File: src/inc/ghs_pkg.sv
// Constants, types and helpers shared by the gas heater sequencing block
package ghs_pkg;

    // Register offsets
    localparam logic [7:0] ADDR_HEAT_RES_CORR   = 8'h00;
    localparam logic [7:0] ADDR_HEAT_RANGE_CAL  = 8'h02;
    localparam logic [7:0] ADDR_RANGE_SW_ERR    = 8'h04;
    localparam logic [7:0] ADDR_SETPOINT_BASE   = 8'h10;
    localparam logic [7:0] ADDR_DURATION_BASE   = 8'h20;
    localparam logic [7:0] ADDR_GAS_CTRL        = 8'h30;
    localparam logic [7:0] ADDR_MODE            = 8'h31;
    localparam logic [7:0] ADDR_STATUS          = 8'h32;
    localparam logic [7:0] ADDR_GAS_RES_MSB     = 8'h33;
    localparam logic [7:0] ADDR_GAS_RES_LSB     = 8'h34;
    localparam logic [7:0] ADDR_CAL_SECOND_LOW  = 8'hEB;
    localparam logic [7:0] ADDR_CAL_SECOND_HIGH = 8'hEC;
    localparam logic [7:0] ADDR_CAL_FIRST       = 8'hED;
    localparam logic [7:0] ADDR_CAL_THIRD       = 8'hEE;

    localparam int unsigned NUM_SLOTS = 10;
    localparam logic [3:0]  LAST_SLOT = 4'h9;

    // Field positions
    localparam int unsigned HEAT_RANGE_LSB   = 4;
    localparam int unsigned RANGE_SW_ERR_LSB = 4;
    localparam int unsigned GAS_RUN_BIT      = 4;
    localparam int unsigned MODE_FORCE_BIT   = 0;
    localparam int unsigned ST_NEW_BIT       = 7;
    localparam int unsigned ST_GAS_BUSY_BIT  = 6;
    localparam int unsigned ST_BUSY_BIT      = 5;
    localparam int unsigned RES_VALID_BIT    = 5;
    localparam int unsigned RES_STAB_BIT     = 4;
    localparam int unsigned DUR_MULT_LSB     = 6;

    // Reset values
    localparam logic [7:0]  RST_BYTE  = 8'h00;
    localparam logic [3:0]  RST_SLOT  = 4'h0;
    localparam logic [9:0]  RST_ADC   = 10'h000;
    localparam logic [3:0]  RST_RANGE = 4'h0;

    // Timing
    localparam int unsigned CLK_PERIOD_NS = 8;
    localparam int unsigned MS_NS         = 1000000;
    localparam int unsigned CYC_PER_MS    = MS_NS / CLK_PERIOD_NS;
    localparam int unsigned DUR_MIN_MS    = 1;
    localparam int unsigned DUR_MAX_MS    = 4032;
    localparam logic [11:0] DUR_MIN_CODE  = 12'(DUR_MIN_MS);

    typedef enum logic [2:0] {
        ST_IDLE,
        ST_TPH,
        ST_HEAT,
        ST_GAS,
        ST_UPDATE
    } ghs_state_type;

    // Six-bit base times a multiplier of 1, 4, 16 or 64 milliseconds
    function automatic logic [11:0] dur_ms(input logic [7:0] code);
        logic [1:0] mult;
        mult = code[DUR_MULT_LSB +: 2];
        dur_ms = {6'h00, code[5:0]} << {mult, 1'b0};
    endfunction

    function automatic logic slot_hit(input logic [7:0] addr, input logic [7:0] base);
        slot_hit = (addr >= base) && (addr <= base + {4'h0, LAST_SLOT});
    endfunction

    function automatic logic [3:0] slot_idx(input logic [7:0] addr, input logic [7:0] base);
        logic [7:0] diff;
        diff = addr - base;
        slot_idx = diff[3:0];
    endfunction

endpackage

File: src/logic/ghs_gas_sequencer.sv
// Gas heater sequencing, heater regulation, gas readout and register file
// Behaviour
// RULE_01: Ten heater set-point slots, indexed 0 to 9, each hold an eight-bit target code.
// RULE_02: The heater loop regulates on the measured heater resistance against the target code.
// RULE_03: Heating starts only after the temperature, pressure and humidity conversions finish.
// RULE_04: Each slot has its own heating duration, programmable from 1 ms to 4032 ms.
// RULE_05: A fresh-result flag rises when a new result is ready, and the host polls it.
// RULE_06: With gas enabled the host checks gas-valid and heater-stable before using the gas result.
// RULE_07: Heater-stable is cleared when the plate did not reach its target by the end of heating.
// RULE_08: The gas ADC result and the gas range are exposed together for the host.
// RULE_09: A signed four-bit range-switching error sits in the upper nibble of byte 0x04.
// RULE_10: The two-bit heater range calibration sits in bits 5 and 4 of byte 0x02.
// RULE_11: A signed eight-bit heater resistance correction is readable at byte 0x00.
// RULE_12: The heater calibration bytes are read-only at 0xED, 0xEB and 0xEC, and 0xEE.
// RULE_13: The host picks the heater slot with the slot-select field and enables gas with the gas-run bit.
// RULE_14: After heating the gas layer is measured and result, range and flags update before fresh-result.
// RULE_15: The duration counter starts with heating and ends it exactly at the slot's duration.
`timescale 1ns/100ps
`default_nettype none

module ghs_gas_sequencer #(
    parameter int unsigned CYC_PER_MS     = ghs_pkg::CYC_PER_MS,
    parameter logic [7:0]  HEAT_RES_CORR  = 8'hF6,   // Arbitrary trim value
    parameter logic [1:0]  HEAT_RANGE_CAL = 2'h1,    // Arbitrary trim value
    parameter logic [3:0]  RANGE_SW_ERR   = 4'hE,    // Arbitrary trim value
    parameter logic [7:0]  CAL_FIRST      = 8'h9A,   // Arbitrary trim value
    parameter logic [15:0] CAL_SECOND     = 16'hD1C3, // Arbitrary trim value
    parameter logic [7:0]  CAL_THIRD      = 8'h12    // Arbitrary trim value
) (
    input  wire logic       ref_clk_i,
    input  wire logic       rst_n_i,
    input  wire logic [7:0] reg_addr_i,
    input  wire logic       reg_wr_i,
    input  wire logic [7:0] reg_wdata_i,
    input  wire logic       reg_rd_i,
    output logic      [7:0] reg_rdata_o,
    output logic            tph_start_o,
    input  wire logic       tph_done_i,
    output logic            heater_en_o,
    output logic            heater_drive_o,
    output logic      [7:0] heater_target_o,
    input  wire logic [7:0] heater_res_i,
    output logic            gas_start_o,
    input  wire logic       gas_done_i,
    input  wire logic [9:0] gas_adc_i,
    input  wire logic [3:0] gas_range_i,
    output logic            new_data_o
);

    if (CYC_PER_MS < 1) begin : g_chk_rate
        $error("CYC_PER_MS must be at least one");
    end

    if (ghs_pkg::NUM_SLOTS > 16) begin : g_chk_slots
        $error("slot index is four bits wide");
    end

    // Out-of-range slot numbers fall back to the last slot so the arrays are never overrun
    function automatic logic [3:0] clamp_slot(input logic [3:0] idx);
        clamp_slot = (idx > ghs_pkg::LAST_SLOT) ? ghs_pkg::LAST_SLOT : idx;
    endfunction

    // Host settings
    logic [7:0]  sp_ff  [ghs_pkg::NUM_SLOTS];
    logic [7:0]  dur_ff [ghs_pkg::NUM_SLOTS];
    logic [3:0]  slot_sel_ff;
    logic        gas_run_ff;

    // Settings frozen for the running measurement
    logic [3:0]  slot_run_ff;
    logic        gas_run_run_ff;
    logic [7:0]  target_ff;

    // Results seen by the host
    logic [9:0]  gas_adc_ff;
    logic [3:0]  gas_range_ff;
    logic        gas_valid_ff;
    logic        heat_stab_ff;
    logic        stab_meas_ff;
    logic        new_data_ff;

    // Sequencer
    ghs_pkg::ghs_state_type state_ff;
    ghs_pkg::ghs_state_type nxt_state;
    logic        tph_start_ff;
    logic        gas_start_ff;
    logic        drive_ff;
    logic [7:0]  rdata_ff;

    // Heating timer
    logic        heat_busy;
    logic        heat_done;
    logic [11:0] heat_dur;

    // Decode
    logic        sp_sel;
    logic [3:0]  sp_idx;
    logic        dur_sel;
    logic [3:0]  dur_idx;
    logic        wr_sp;
    logic        wr_dur;
    logic        wr_ctrl;
    logic        wr_mode;
    logic        force_req;
    logic        meas_start;
    logic        heat_start;
    logic        heat_end;
    logic        gas_end;
    logic        below_target;
    logic        meas_busy;
    logic        gas_busy;

    // Read bytes
    logic [7:0]  range_cal_byte;
    logic [7:0]  sw_err_byte;
    logic [7:0]  ctrl_byte;
    logic [7:0]  status_byte;
    logic [7:0]  res_lsb_byte;
    logic [7:0]  rd_mux;

    assign sp_sel     = ghs_pkg::slot_hit(reg_addr_i, ghs_pkg::ADDR_SETPOINT_BASE);
    assign sp_idx     = ghs_pkg::slot_idx(reg_addr_i, ghs_pkg::ADDR_SETPOINT_BASE);
    assign dur_sel    = ghs_pkg::slot_hit(reg_addr_i, ghs_pkg::ADDR_DURATION_BASE);
    assign dur_idx    = ghs_pkg::slot_idx(reg_addr_i, ghs_pkg::ADDR_DURATION_BASE);
    assign wr_sp      = reg_wr_i && sp_sel;
    assign wr_dur     = reg_wr_i && dur_sel;
    assign wr_ctrl    = reg_wr_i && (reg_addr_i == ghs_pkg::ADDR_GAS_CTRL);
    assign wr_mode    = reg_wr_i && (reg_addr_i == ghs_pkg::ADDR_MODE);

    // A force request while a measurement runs is ignored
    assign force_req  = wr_mode && reg_wdata_i[ghs_pkg::MODE_FORCE_BIT];
    assign meas_start = force_req && (state_ff == ghs_pkg::ST_IDLE);

    // Heating only once the other conversions have reported done
    assign heat_start = (state_ff == ghs_pkg::ST_TPH) && tph_done_i && gas_run_run_ff; // RULE_03
    assign heat_end   = (state_ff == ghs_pkg::ST_HEAT) && heat_done;
    assign gas_end    = (state_ff == ghs_pkg::ST_GAS) && gas_done_i;

    // Regulation compares plate resistance with the resistance code
    assign below_target = heater_res_i < target_ff; // RULE_02

    assign heat_dur   = ghs_pkg::dur_ms(dur_ff[slot_run_ff]); // RULE_04
    assign meas_busy  = state_ff != ghs_pkg::ST_IDLE;
    assign gas_busy   = (state_ff == ghs_pkg::ST_HEAT) || (state_ff == ghs_pkg::ST_GAS);

    assign range_cal_byte = 8'(HEAT_RANGE_CAL) << ghs_pkg::HEAT_RANGE_LSB; // RULE_10
    assign sw_err_byte    = 8'(RANGE_SW_ERR) << ghs_pkg::RANGE_SW_ERR_LSB; // RULE_09

    always_comb begin
        ctrl_byte = ghs_pkg::RST_BYTE;
        ctrl_byte[3:0] = slot_sel_ff;
        ctrl_byte[ghs_pkg::GAS_RUN_BIT] = gas_run_ff;
    end

    always_comb begin
        status_byte = ghs_pkg::RST_BYTE;
        status_byte[ghs_pkg::ST_NEW_BIT] = new_data_ff; // RULE_05
        status_byte[ghs_pkg::ST_GAS_BUSY_BIT] = gas_busy;
        status_byte[ghs_pkg::ST_BUSY_BIT] = meas_busy;
    end

    // Low result byte carries the ADC tail, the flags and the range side by side
    always_comb begin
        res_lsb_byte = ghs_pkg::RST_BYTE;
        res_lsb_byte[7:6] = gas_adc_ff[1:0];
        res_lsb_byte[ghs_pkg::RES_VALID_BIT] = gas_valid_ff;
        res_lsb_byte[ghs_pkg::RES_STAB_BIT] = heat_stab_ff;
        res_lsb_byte[3:0] = gas_range_ff; // RULE_08
    end

    always_comb begin
        rd_mux = ghs_pkg::RST_BYTE;
        if (sp_sel) begin
            rd_mux = sp_ff[sp_idx];
        end else if (dur_sel) begin
            rd_mux = dur_ff[dur_idx];
        end else begin
            case (reg_addr_i)
                ghs_pkg::ADDR_HEAT_RES_CORR: begin
                    rd_mux = HEAT_RES_CORR; // RULE_11
                end
                ghs_pkg::ADDR_HEAT_RANGE_CAL: begin
                    rd_mux = range_cal_byte;
                end
                ghs_pkg::ADDR_RANGE_SW_ERR: begin
                    rd_mux = sw_err_byte;
                end
                ghs_pkg::ADDR_GAS_CTRL: begin
                    rd_mux = ctrl_byte;
                end
                ghs_pkg::ADDR_MODE: begin
                    rd_mux = {7'h00, meas_busy};
                end
                ghs_pkg::ADDR_STATUS: begin
                    rd_mux = status_byte;
                end
                ghs_pkg::ADDR_GAS_RES_MSB: begin
                    rd_mux = gas_adc_ff[9:2]; // RULE_08
                end
                ghs_pkg::ADDR_GAS_RES_LSB: begin
                    rd_mux = res_lsb_byte;
                end
                ghs_pkg::ADDR_CAL_SECOND_LOW: begin
                    rd_mux = CAL_SECOND[7:0]; // RULE_12
                end
                ghs_pkg::ADDR_CAL_SECOND_HIGH: begin
                    rd_mux = CAL_SECOND[15:8]; // RULE_12
                end
                ghs_pkg::ADDR_CAL_FIRST: begin
                    rd_mux = CAL_FIRST; // RULE_12
                end
                ghs_pkg::ADDR_CAL_THIRD: begin
                    rd_mux = CAL_THIRD; // RULE_12
                end
                default: begin
                    rd_mux = ghs_pkg::RST_BYTE;
                end
            endcase
        end
    end

    // Slot arrays; calibration bytes have no write path at all
    always_ff @(posedge ref_clk_i or negedge rst_n_i) begin
        if (!rst_n_i) begin
            for (int i = 0; i < ghs_pkg::NUM_SLOTS; i++) begin
                sp_ff[i]  <= ghs_pkg::RST_BYTE;
                dur_ff[i] <= ghs_pkg::RST_BYTE;
            end
        end else begin
            if (wr_sp) begin
                sp_ff[sp_idx] <= reg_wdata_i; // RULE_01
            end
            if (wr_dur) begin
                dur_ff[dur_idx] <= reg_wdata_i; // RULE_04
            end
        end
    end

    always_ff @(posedge ref_clk_i or negedge rst_n_i) begin
        if (!rst_n_i) begin
            slot_sel_ff <= ghs_pkg::RST_SLOT;
            gas_run_ff  <= 1'b0;
        end else if (wr_ctrl) begin
            slot_sel_ff <= clamp_slot(reg_wdata_i[3:0]);
            gas_run_ff  <= reg_wdata_i[ghs_pkg::GAS_RUN_BIT];
        end
    end

    always_ff @(posedge ref_clk_i or negedge rst_n_i) begin
        if (!rst_n_i) begin
            rdata_ff <= ghs_pkg::RST_BYTE;
        end else if (reg_rd_i) begin
            rdata_ff <= rd_mux;
        end
    end

    always_comb begin
        nxt_state = state_ff;
        case (state_ff)
            ghs_pkg::ST_IDLE: begin
                if (meas_start) begin
                    nxt_state = ghs_pkg::ST_TPH;
                end
            end
            ghs_pkg::ST_TPH: begin
                if (tph_done_i) begin
                    nxt_state = gas_run_run_ff ? ghs_pkg::ST_HEAT : ghs_pkg::ST_UPDATE; // RULE_03
                end
            end
            ghs_pkg::ST_HEAT: begin
                if (heat_done) begin
                    nxt_state = ghs_pkg::ST_GAS; // RULE_14
                end
            end
            ghs_pkg::ST_GAS: begin
                if (gas_done_i) begin
                    nxt_state = ghs_pkg::ST_UPDATE;
                end
            end
            ghs_pkg::ST_UPDATE: begin
                nxt_state = ghs_pkg::ST_IDLE;
            end
            default: begin
                nxt_state = ghs_pkg::ST_IDLE;
            end
        endcase
    end

    always_ff @(posedge ref_clk_i or negedge rst_n_i) begin
        if (!rst_n_i) begin
            state_ff <= ghs_pkg::ST_IDLE;
        end else begin
            state_ff <= nxt_state;
        end
    end

    // Start pulses and the settings of the running measurement
    always_ff @(posedge ref_clk_i or negedge rst_n_i) begin
        if (!rst_n_i) begin
            tph_start_ff   <= 1'b0;
            gas_start_ff   <= 1'b0;
            slot_run_ff    <= ghs_pkg::RST_SLOT;
            gas_run_run_ff <= 1'b0;
            target_ff      <= ghs_pkg::RST_BYTE;
        end else begin
            tph_start_ff <= meas_start;
            gas_start_ff <= heat_end; // RULE_14
            if (meas_start) begin
                slot_run_ff    <= slot_sel_ff;
                gas_run_run_ff <= gas_run_ff;
                target_ff      <= sp_ff[slot_sel_ff]; // RULE_01
            end
        end
    end

    // Bang-bang drive while the timer runs; stability judged at the end of heating
    always_ff @(posedge ref_clk_i or negedge rst_n_i) begin
        if (!rst_n_i) begin
            drive_ff     <= 1'b0;
            stab_meas_ff <= 1'b0;
        end else begin
            drive_ff <= (state_ff == ghs_pkg::ST_HEAT) && heat_busy && below_target; // RULE_02
            if (heat_end) begin
                stab_meas_ff <= !below_target; // RULE_07
            end
        end
    end

    // Results land one cycle before the fresh flag so the host never sees a mix
    always_ff @(posedge ref_clk_i or negedge rst_n_i) begin
        if (!rst_n_i) begin
            gas_adc_ff   <= ghs_pkg::RST_ADC;
            gas_range_ff <= ghs_pkg::RST_RANGE;
            gas_valid_ff <= 1'b0;
            heat_stab_ff <= 1'b0;
            new_data_ff  <= 1'b0;
        end else begin
            if (meas_start) begin
                gas_valid_ff <= 1'b0;
                heat_stab_ff <= 1'b0;
                new_data_ff  <= 1'b0;
            end else if (gas_end) begin
                gas_adc_ff   <= gas_adc_i; // RULE_14
                gas_range_ff <= gas_range_i; // RULE_08
                gas_valid_ff <= 1'b1;
                heat_stab_ff <= stab_meas_ff; // RULE_07
            end else if (state_ff == ghs_pkg::ST_UPDATE) begin
                new_data_ff <= 1'b1; // RULE_05
            end
        end
    end

    ghs_heat_timer #(
        .CYC_PER_MS (CYC_PER_MS)
    ) u_heat_timer (
        .ref_clk_i  (ref_clk_i),
        .rst_n_i    (rst_n_i),
        .start_i    (heat_start),
        .dur_ms_i   (heat_dur),
        .done_o     (heat_done),
        .busy_o     (heat_busy)
    );

    assign reg_rdata_o     = rdata_ff;
    assign tph_start_o     = tph_start_ff;
    assign heater_en_o     = heat_busy; // RULE_15
    assign heater_drive_o  = drive_ff;
    assign heater_target_o = target_ff;
    assign gas_start_o     = gas_start_ff;
    assign new_data_o      = new_data_ff;
endmodule

File: src/logic/ghs_heat_timer.sv
// Millisecond heating duration timer with one-cycle done pulse
`timescale 1ns/100ps
`default_nettype none

module ghs_heat_timer #(
    parameter int unsigned CYC_PER_MS = ghs_pkg::CYC_PER_MS
) (
    input  wire logic        ref_clk_i,
    input  wire logic        rst_n_i,
    input  wire logic        start_i,
    input  wire logic [11:0] dur_ms_i,
    output logic             done_o,
    output logic             busy_o
);
    localparam int unsigned CW = $clog2(CYC_PER_MS + 1);

    logic [CW-1:0] cyc_ff;
    logic [11:0]   ms_ff;
    logic [11:0]   dur_ff;
    logic [31:0]   elapsed_ff;

    wire ms_tick  = busy_o && (cyc_ff == CW'(CYC_PER_MS - 1));
    wire last_ms  = (ms_ff + 12'h001) == dur_ff;
    wire [11:0] dur_eff = (dur_ms_i == 12'h000) ? ghs_pkg::DUR_MIN_CODE : dur_ms_i;

    if (CYC_PER_MS < 1) begin : g_chk
        $error("CYC_PER_MS must be at least one");
    end

    // Count from heating start; stop on the exact cycle the duration ends
    always_ff @(posedge ref_clk_i or negedge rst_n_i) begin
        if (!rst_n_i) begin
            cyc_ff <= '0;
            ms_ff  <= 12'h000;
            dur_ff <= 12'h000;
            busy_o <= 1'b0;
            done_o <= 1'b0;
        end else begin
            done_o <= 1'b0;
            if (start_i) begin
                cyc_ff <= '0;
                ms_ff  <= 12'h000;
                dur_ff <= dur_eff; // RULE_04
                busy_o <= 1'b1;
            end else if (ms_tick) begin
                cyc_ff <= '0;
                if (last_ms) begin
                    busy_o <= 1'b0; // RULE_15
                    done_o <= 1'b1;
                end else begin
                    ms_ff <= ms_ff + 12'h001;
                end
            end else if (busy_o) begin
                cyc_ff <= cyc_ff + CW'(1);
            end
        end
    end

    // Cycle count since start, watched by the checks only
    always_ff @(posedge ref_clk_i or negedge rst_n_i) begin
        if (!rst_n_i) begin
            elapsed_ff <= 32'h0000_0000;
        end else if (start_i) begin
            elapsed_ff <= 32'h0000_0000;
        end else if (busy_o) begin
            elapsed_ff <= elapsed_ff + 32'h0000_0001;
        end
    end
endmodule

`default_nettype wire

File: config.mk
export PLATFORM = sky130hd
export DESIGN_NAME = ghs_gas_sequencer
export DESIGN_NICKNAME = d
export VERILOG_FILES = /design/src/inc/ghs_pkg.sv /design/src/logic/ghs_gas_sequencer.sv /design/src/logic/ghs_heat_timer.sv
export SDC_FILE = /design/constraint.sdc
export NUM_CORES = 1
export LEC_CHECK = 0
export ABC_AREA = 1
export CAP_MARGIN = 20
export CORE_ASPECT_RATIO = 1.5
export CORE_MARGIN = 2
export CORE_UTILIZATION = 25
export CTS_CLUSTER_DIAMETER = 200
export DETAILED_ROUTE_END_ITERATION = 8
export DONT_BUFFER_PORTS = 1
export PLACE_DENSITY_LB_ADDON = 0.2
export SYNTH_ARGS = -nofsm -noshare
export SYNTH_HDL_FRONTEND = slang
export SYNTH_SLANG_ARGS = --single-unit
File: constraint.sdc
create_clock -name ref_clk_i -period 3.45 [get_ports ref_clk_i]
set_clock_uncertainty 0.1 [all_clocks]
set_input_delay 0.69 -clock ref_clk_i [delete_from_list [all_inputs] [get_ports ref_clk_i]]
set_output_delay 0.69 -clock ref_clk_i [all_outputs]
set_load 0.05 [all_outputs]
======== After elaboration in Yosys (flattened, before gate mapping) ========
Cells that the tools add are included.
storage, ports and cells
  register bits ........................... 253
  latch bits .............................. 0
  RAM bits ................................ 0
  memory bits (read-only) ................. 0
  input port bits ......................... 44
  output and inout port bits .............. 21
  logic and storage cells ................. 167
  memories kept ........................... 0
cells by class
  $add $sub $neg .......................... 4
  $mul .................................... 0
  divide/modulo/power cells ............... 0
  order comparisons ....................... 12
  equality and inequality tests ........... 23
  shift-type cells ........................ 1
  muxes and demuxes ....................... 48
  bitwise logic cells ..................... 5
  reduce and logical (&&, ||, !) cells .... 33
operators by type and width
  cell                                                                          number
  80-bit bitwise mux                                                            2
  8-bit binary-select mux with 4-bit select                                     4
  8-bit two-way mux                                                             12
  8-bit case mux with 12 select lines                                           1
  8-bit demux with 4-bit select                                                 2
  17-bit two-way mux                                                            3
  12-bit two-way mux                                                            4
  8-bit by 6-bit equality test with 1-bit output, second input constant         5
  8-bit equality test, second input constant                                    4
  5-bit greater-or-equal comparator, second input constant                      4
  4-bit inverter with 5-bit output                                              4
  17-bit by 1-bit adder with 17-bit output, second input constant               1
  17-bit equality test, second input constant                                   1
  1-bit logical AND                                                             17
  3-bit two-way mux                                                             5
  1-bit two-way mux                                                             13
  12-bit by 1-bit adder with 12-bit output, second input constant               1
  12-bit equality test                                                          1
  12-bit logical NOT                                                            1
  3-bit case mux with 4 select lines                                            1
  6-bit by 3-bit left shift with 12-bit output                                  1
  5-bit by 1-bit less-than comparator with 1-bit output, second input constant  2
  2-bit != test, second input constant                                          5
  8-bit by 2-bit equality test with 1-bit output, second input constant         1
  other kinds (22)                                                              31

======== Longest topological paths before layout ========
  word-level depth ........................ 7
  depth in mapped cells ................... 15
  depth with buffers taken out ............ 14

======== Hierarchy ========
From an unflattened synthesis, not the netlist that was laid out.
unflattened totals
  cell total of the unflattened synthesis .. 1967
  area total of the unflattened synthesis .. 14003.4 sq um
modules (own cells, without submodules)
  module             instances  cells an instance  area an instance (sq um)
  ghs_gas_sequencer  1          1621               11527.3
  ghs_heat_timer     1          346                2476.1

======== Worst setup path before layout ========
Ideal clock, no wire load.
  path kind ............................... input -> register
  start ................................... in reg_addr_i[7]
  end ..................................... reg sp_ff[13] in the netlist's numbering
  library setup time ...................... 0.133 ns
  arrival time ............................ 1.966 ns
  path slack .............................. 1.251 ns
  stages .................................. 9
  path through ............................ nor2_1 inv_1 nor3_1 nand2_1 nor2_2 nand2_1 clkbuf_1 nand2_1 o21ai_0
on the way
  longest elaborated chain between the ends .. 3
  elaborated cells on any way between the ends .. 4
  those cells by class .................... 2 x order compare; 2 x reduce/logical
ends and longest elaborated chain
  item                                                                                                                                   line                      text
  start: declaration                                                                                                                     ghs_gas_sequencer.sv:32   input wire logic [7:0] reg_addr_i,
  8-bit by 5-bit greater-or-equal comparator with 1-bit output / 8-bit by 5-bit <= comparator with 1-bit output (equally long branches)  ghs_pkg.sv:65             slot_hit = (addr >= base) && (addr <= base + {4'h0, LAST_SLOT});
  1-bit logical AND *                                                                                                                    ghs_pkg.sv:65
  1-bit logical AND *                                                                                                                    ghs_gas_sequencer.sv:125  assign wr_sp = reg_wr_i && sp_sel;
  end signal: indexed assignment                                                                                                         ghs_gas_sequencer.sv:226  sp_ff[i] <= ghs_pkg::RST_BYTE;
  end signal: indexed assignment                                                                                                         ghs_gas_sequencer.sv:231  sp_ff[sp_idx] <= reg_wdata_i;
  end: declaration                                                                                                                       ghs_gas_sequencer.sv:64   logic [7:0] sp_ff [ghs_pkg::NUM_SLOTS];
Every way passes the cells marked *; elsewhere a longest branch is shown, timed or not.
A chain may end at the register's enable or synchronous reset.

======== Worst setup path in the final report ========
  start ................................... reg slot_run_ff[2]
  end ..................................... reg u_heat_timer.dur_ff[0]
on the way
  longest elaborated chain between the ends .. 7
ends and longest elaborated chain
  item                                                      line                      text
  start: declaration                                        ghs_gas_sequencer.sv:70   logic [3:0] slot_run_ff;
  start signal: assignment                                  ghs_gas_sequencer.sv:302  slot_run_ff <= ghs_pkg::RST_SLOT;
  start signal: assignment                                  ghs_gas_sequencer.sv:309  slot_run_ff <= slot_sel_ff;
  4-bit inverter with 5-bit output (not written as such) *  ghs_gas_sequencer.sv:142  assign heat_dur = ghs_pkg::dur_ms(dur_ff[slot_run_ff]);
  8-bit binary-select mux with 4-bit select *               ghs_gas_sequencer.sv:142
  8-bit two-way mux (not written as such) * (2 in a row)    ghs_gas_sequencer.sv:142
  6-bit by 3-bit left shift with 12-bit output *            ghs_pkg.sv:61             dur_ms = {6'h00, code[5:0]} << {mult, 1'b0};
  12-bit logical NOT                                        ghs_heat_timer.sv:24      wire [11:0] dur_eff = (dur_ms_i == 12'h000) ? ghs_pkg::DUR_MIN_CODE : dur_ms_i;
  12-bit two-way mux *                                      ghs_heat_timer.sv:24
  end signal: assignment                                    ghs_heat_timer.sv:43      dur_ff <= dur_eff;
  end: declaration                                          ghs_heat_timer.sv:19      logic [11:0] dur_ff;
Every way passes the cells marked *; elsewhere a longest branch is shown, timed or not. The select of a mux whose other input is x is not followed.

==> impl.org <==
** Synthesis
- After synthesis the netlist holds a flip-flop and latch count of between 200 and 300.
- Synthesis produced 1727 cells.
- Synthesized cell area :: 13270 µm²
- The netlist uses 42 different library cells.
- Proportion of synthesized chip area in sequential cells :: 47.71%
- Post-synthesis mux area share :: less than 1%
- Among all flip-flop cells after synthesis, the most frequent one is sky130_fd_sc_hd__dfrtp_1.
- By area the synthesized netlist is led by sky130_fd_sc_hd__dfrtp_1 (48%), sky130_fd_sc_hd__nand2_1 (13%), sky130_fd_sc_hd__o21ai_0 (10%), sky130_fd_sc_hd__inv_1 (4.4%), sky130_fd_sc_hd__nor2_1 (3.6%).
- Summing the areas of all compound-gate instances in the mapped netlist gives approximately 19% of the synthesized area.
- Async set-reset flop share out of synthesis :: between 90% and 100%
- Dominant combinational cell family by area after synthesis :: simple AND/OR/NAND/NOR gates
- Summing the areas of all and, or, nand and nor instances in the mapped netlist gives 23.19% of the synthesized area.
- Post-synthesis net count :: 1781
- After synthesis, the largest area contributor takes up 47.71% of total cell area.
- The biggest area contributor in the post-synthesis netlist is sky130_fd_sc_hd__dfrtp_1.
- Syn. warnings :: 0
- Number of synthesized flops with an enable pin :: 0
- After Yosys synthesis, XOR and XNOR cells account for approximately 1.2% of the synthesized area.
- The average instance in the mapped netlist occupies between 7 and 8 µm².
- Post-synthesis share of cell area spent on full adders, half adders and majority gates :: 0.9429%

** Timing
- The tightest hold path in the finished design has a slack of -0.2597 ns.
- Setup repair after global routing left no endpoint under its margin.
- Timing-limited maximum frequency :: between 300 and 400 MHz
- Headroom to the max-slew limit came out at 32.55%.
- Summed over all failing endpoints, the final setup total negative slack is 0 ns.
- At the pin with the least slew margin, the transition time is 1.011 ns.
- The routed design could run at a clock period as short as 2.673 ns.
- Final count of pins violating max slew :: 0
- Final setup violation count :: 0
- The number of failing hold endpoints at the final stage is approximately 250.
- Final Cycle Share :: 77.48%

** Power and ir drop
- P_leak :: between 6 and 7 nW
- Dividing total power by cell area gives a power density of 532.2 nW/µm².
- Maximum resistive drop on vdd :: about 0.4 mV

** Clocking
- Gates resized, CTS repair :: 0
- The number of clock buffers added by TritonCTS is 30.
- Max H-tree Level :: 1
- Master cell of the clock root buffer :: sky130_fd_sc_hd__clkbuf_16
- Buffers added to address setup during post-CTS repair amount to 0.
- Clock tree from TritonCTS :: done
- The clock passes through at most 3 buffers.
- The clock reaches the later pin of the worst-skew pair after around 0.60 ns.
- Clock transition time at the flip-flop clock pins of the worst setup and hold paths :: 0.07 ns
- Clock Sinks :: 253

** Global route
- The via count of the first global-routing pass is 11993.
- First-pass GRT wire length :: 73660 µm
- The initial antenna violation count is 1.
- Global routing used 17.61% of the available tracks across all layers.
- Entering global routing, the biggest net connects roughly 250 pins.
- After global routing the overflow that remains totals 0.

** Cells and area
- Most frequent cells in the layout :: sky130_fd_sc_hd__nand2_1 (465), sky130_fd_sc_hd__o21ai_0 (268), sky130_fd_sc_hd__dfrtp_1 (253)
- For this run, the post-layout net count is between 1500 and 2000.
- Layout Utilization :: 28.57%
- The number of antenna diodes in the final layout is 0.
- Relative to the synthesized area, the layout overhead comes to 13.20%.
- Most common library cell in the layout ignoring fill and taps :: sky130_fd_sc_hd__nand2_1
- Share of layout cells above drive strength 1 :: a little under 7%
- The filler cells instantiated in the layout total 5756.

** Detailed routing
- The detailed router finished its first iteration with roughly 750 violations.
- In this run the remaining antenna-violating nets after routing total 0.
- Total wirelength of the detailed-routed design :: 47760 µm
- For this run, design rule violations remaining after detail routing come to 0.
- Dividing the detail-routed wire length by the instance count gives 19.87 µm.
- Vias per inst :: 4.931
- Vias :: 11850
- The pre-antenna-repair detailed-routing pass consisted of 5 iterations.

** Placed design
- Number of buffers added on ports :: 0
- The congestion estimate from routability-driven global placement came to 0.9182.
- Sum of net half-perimeters after detailed placement :: 33390 µm

** Critical path
- Critical path type :: reg -> reg
- Flop2flop setup slack :: a little under 0.8 ns
- In this run the worst path has a maximum fanout of 10.
- Crit. End Element :: flop
- STA puts the critical path data arrival time at 3.08 ns.
- STA puts the critical path data required time at 3.86 ns.
- STA classifies the critical path startpoint as a flop.

** Die
- The floorplan step set the die width to 192.1 µm.
- From bottom edge to top edge, the die measures 286.2 µm.
- Core Footprint :: 52580 µm²
- Initial cell density of the core :: between 20% and 30%
- DIE AREA :: 54980 µm²
- The floorplan has 103 rows.
- Pin placement for this block handled 65 I/O pins.

** Min path
- The min-delay analysis places its worst path in the category in -> async.

** Status
- The run finished, with violations left.
- The checks that failed: hold timing.

** Job
- Across the run, the number of max-cap violations was 0.
==> final timing paths <==
check / start / endpoint / cells past startpoint
worst min-delay path: rst_n_i / sp_ff[47] / 0
worst min register to register: gas_run_run_ff / state_ff[2] / 1
worst max register to register: slot_run_ff[2] / u_heat_timer.dur_ff[0] / 12
max in group asynchronous: rst_n_i / dur_ff[40] / 0
min in group ref_clk_i: reg_rd_i / reg_rdata_o[7] / 1
worst max-delay path: slot_run_ff[2] / u_heat_timer.dur_ff[0] / 12
==> cell type report <==
cell class | count | area, µm² | share of cell area, %
clock buffer | 41 | 852.1 | 5.672
inverter | 165 | 619.3 | 4.123
sequential | 253 | 6331 | 42.15
clock inverter | 10 | 160.2 | 1.066
tap | 682 | 853.3 | 5.680
timing repair buffer | 34 | 255.2 | 1.699
multi-input combinational | 1218 | 5951 | 39.61
==> routing by layer <==
metal  vias to the layer above  part of all wire (%)  global-route usage (%)
met2                       291                    51                   31.40
met3                       107                   4.3                   2.201
met5                         -                     0                       0
li1                       5711                     -                       -
met1                      5741                    39                   20.52
met4                         0                   5.3                   9.065
==> critical path, cell delays in order, from the launching register on <==
cell                       delay (ns)
sky130_fd_sc_hd__dfrtp_1         0.64
sky130_fd_sc_hd__clkinv_1        0.45
sky130_fd_sc_hd__nand3_1         0.24
sky130_fd_sc_hd__nand3_1         0.19
sky130_fd_sc_hd__nand2_2         0.22
sky130_fd_sc_hd__inv_2           0.11
sky130_fd_sc_hd__nand2_1         0.09
sky130_fd_sc_hd__nand2_1         0.06
sky130_fd_sc_hd__nand2_1         0.08
sky130_fd_sc_hd__nand2_1         0.07
sky130_fd_sc_hd__nor2_1          0.09
sky130_fd_sc_hd__nand3_1         0.12
sky130_fd_sc_hd__a21oi_1         0.14
==> through the flow <==
step           cells  setup WS, ns  hold WS (ns)  cell area (µm²)  total power [W]
6_report        2403        0.7770       -0.2597            15020         0.007994
5_1_grt         2403        0.5916       -0.2834            15020         0.008400
4_1_cts         2403        0.8271       -0.3088            15020         0.008101
3_5_place_dp    2352        0.5065        0.3313            14010         0.004754
3_3_place_gp    2352        0.4704        0.3335            14010         0.004738
2_1_floorplan   1727         1.251        0.2944            13270         0.004366
==> report_power, final <==
part / leakage [nW] / total, W / switching, W / internal [W]
Clock: 0.493 / 0.00331 / 0.00136 / 0.00194
Combinational: 2.84 / 0.00121 / 0.000807 / 0.000405
Sequential: 3.37 / 0.00348 / 0.000250 / 0.00323
==> synth_stat cells (all sizes together), types with 4 or more instances <==
cell       n
nor3      21
o211ai    19
buf       21
dfrtp    253
nand3b     4
clkbuf    70
a31oi      8
a22oi     39
nor2     139
xor2      13
o22ai     23
o2111ai    7
o21ai    268
a211oi     9
nor4       6
nand4      9
nand3     91
or2        5
clkinv     4
o221ai    16
ha        10
xnor2      4
a21oi     41
nand2    469
a221oi     8
inv      161
==> registers in the layout (all words and copies together) (netlist names) <==
signal / flops
sp_ff: 80
gas_valid_ff: 1
gas_adc_ff: 10
state_ff: 3
heater_drive_o: 1
gas_start_o: 1
gas_range_ff: 4
reg_rdata_o: 8
dur_ff: 80
slot_sel_ff: 4
u_heat_timer.cyc_ff: 17
u_heat_timer.dur_ff: 12
u_heat_timer.done_o: 1
u_heat_timer.ms_ff: 12
new_data_o: 1
stab_meas_ff: 1
slot_run_ff: 4
gas_run_ff: 1
gas_run_run_ff: 1
heater_target_o: 8
tph_start_o: 1
heat_stab_ff: 1
u_heat_timer.busy_o: 1
==> cell families after synthesis <==
logic type	after synthesis
muxes	3
adders and majority gates	10
DFF	253
xor gates and xnor gates	17
buffers and inverters	256
AOI/OAI and AO/OA	443
and+or+nand+nor	745
Power figures use the tool's default switching activity.
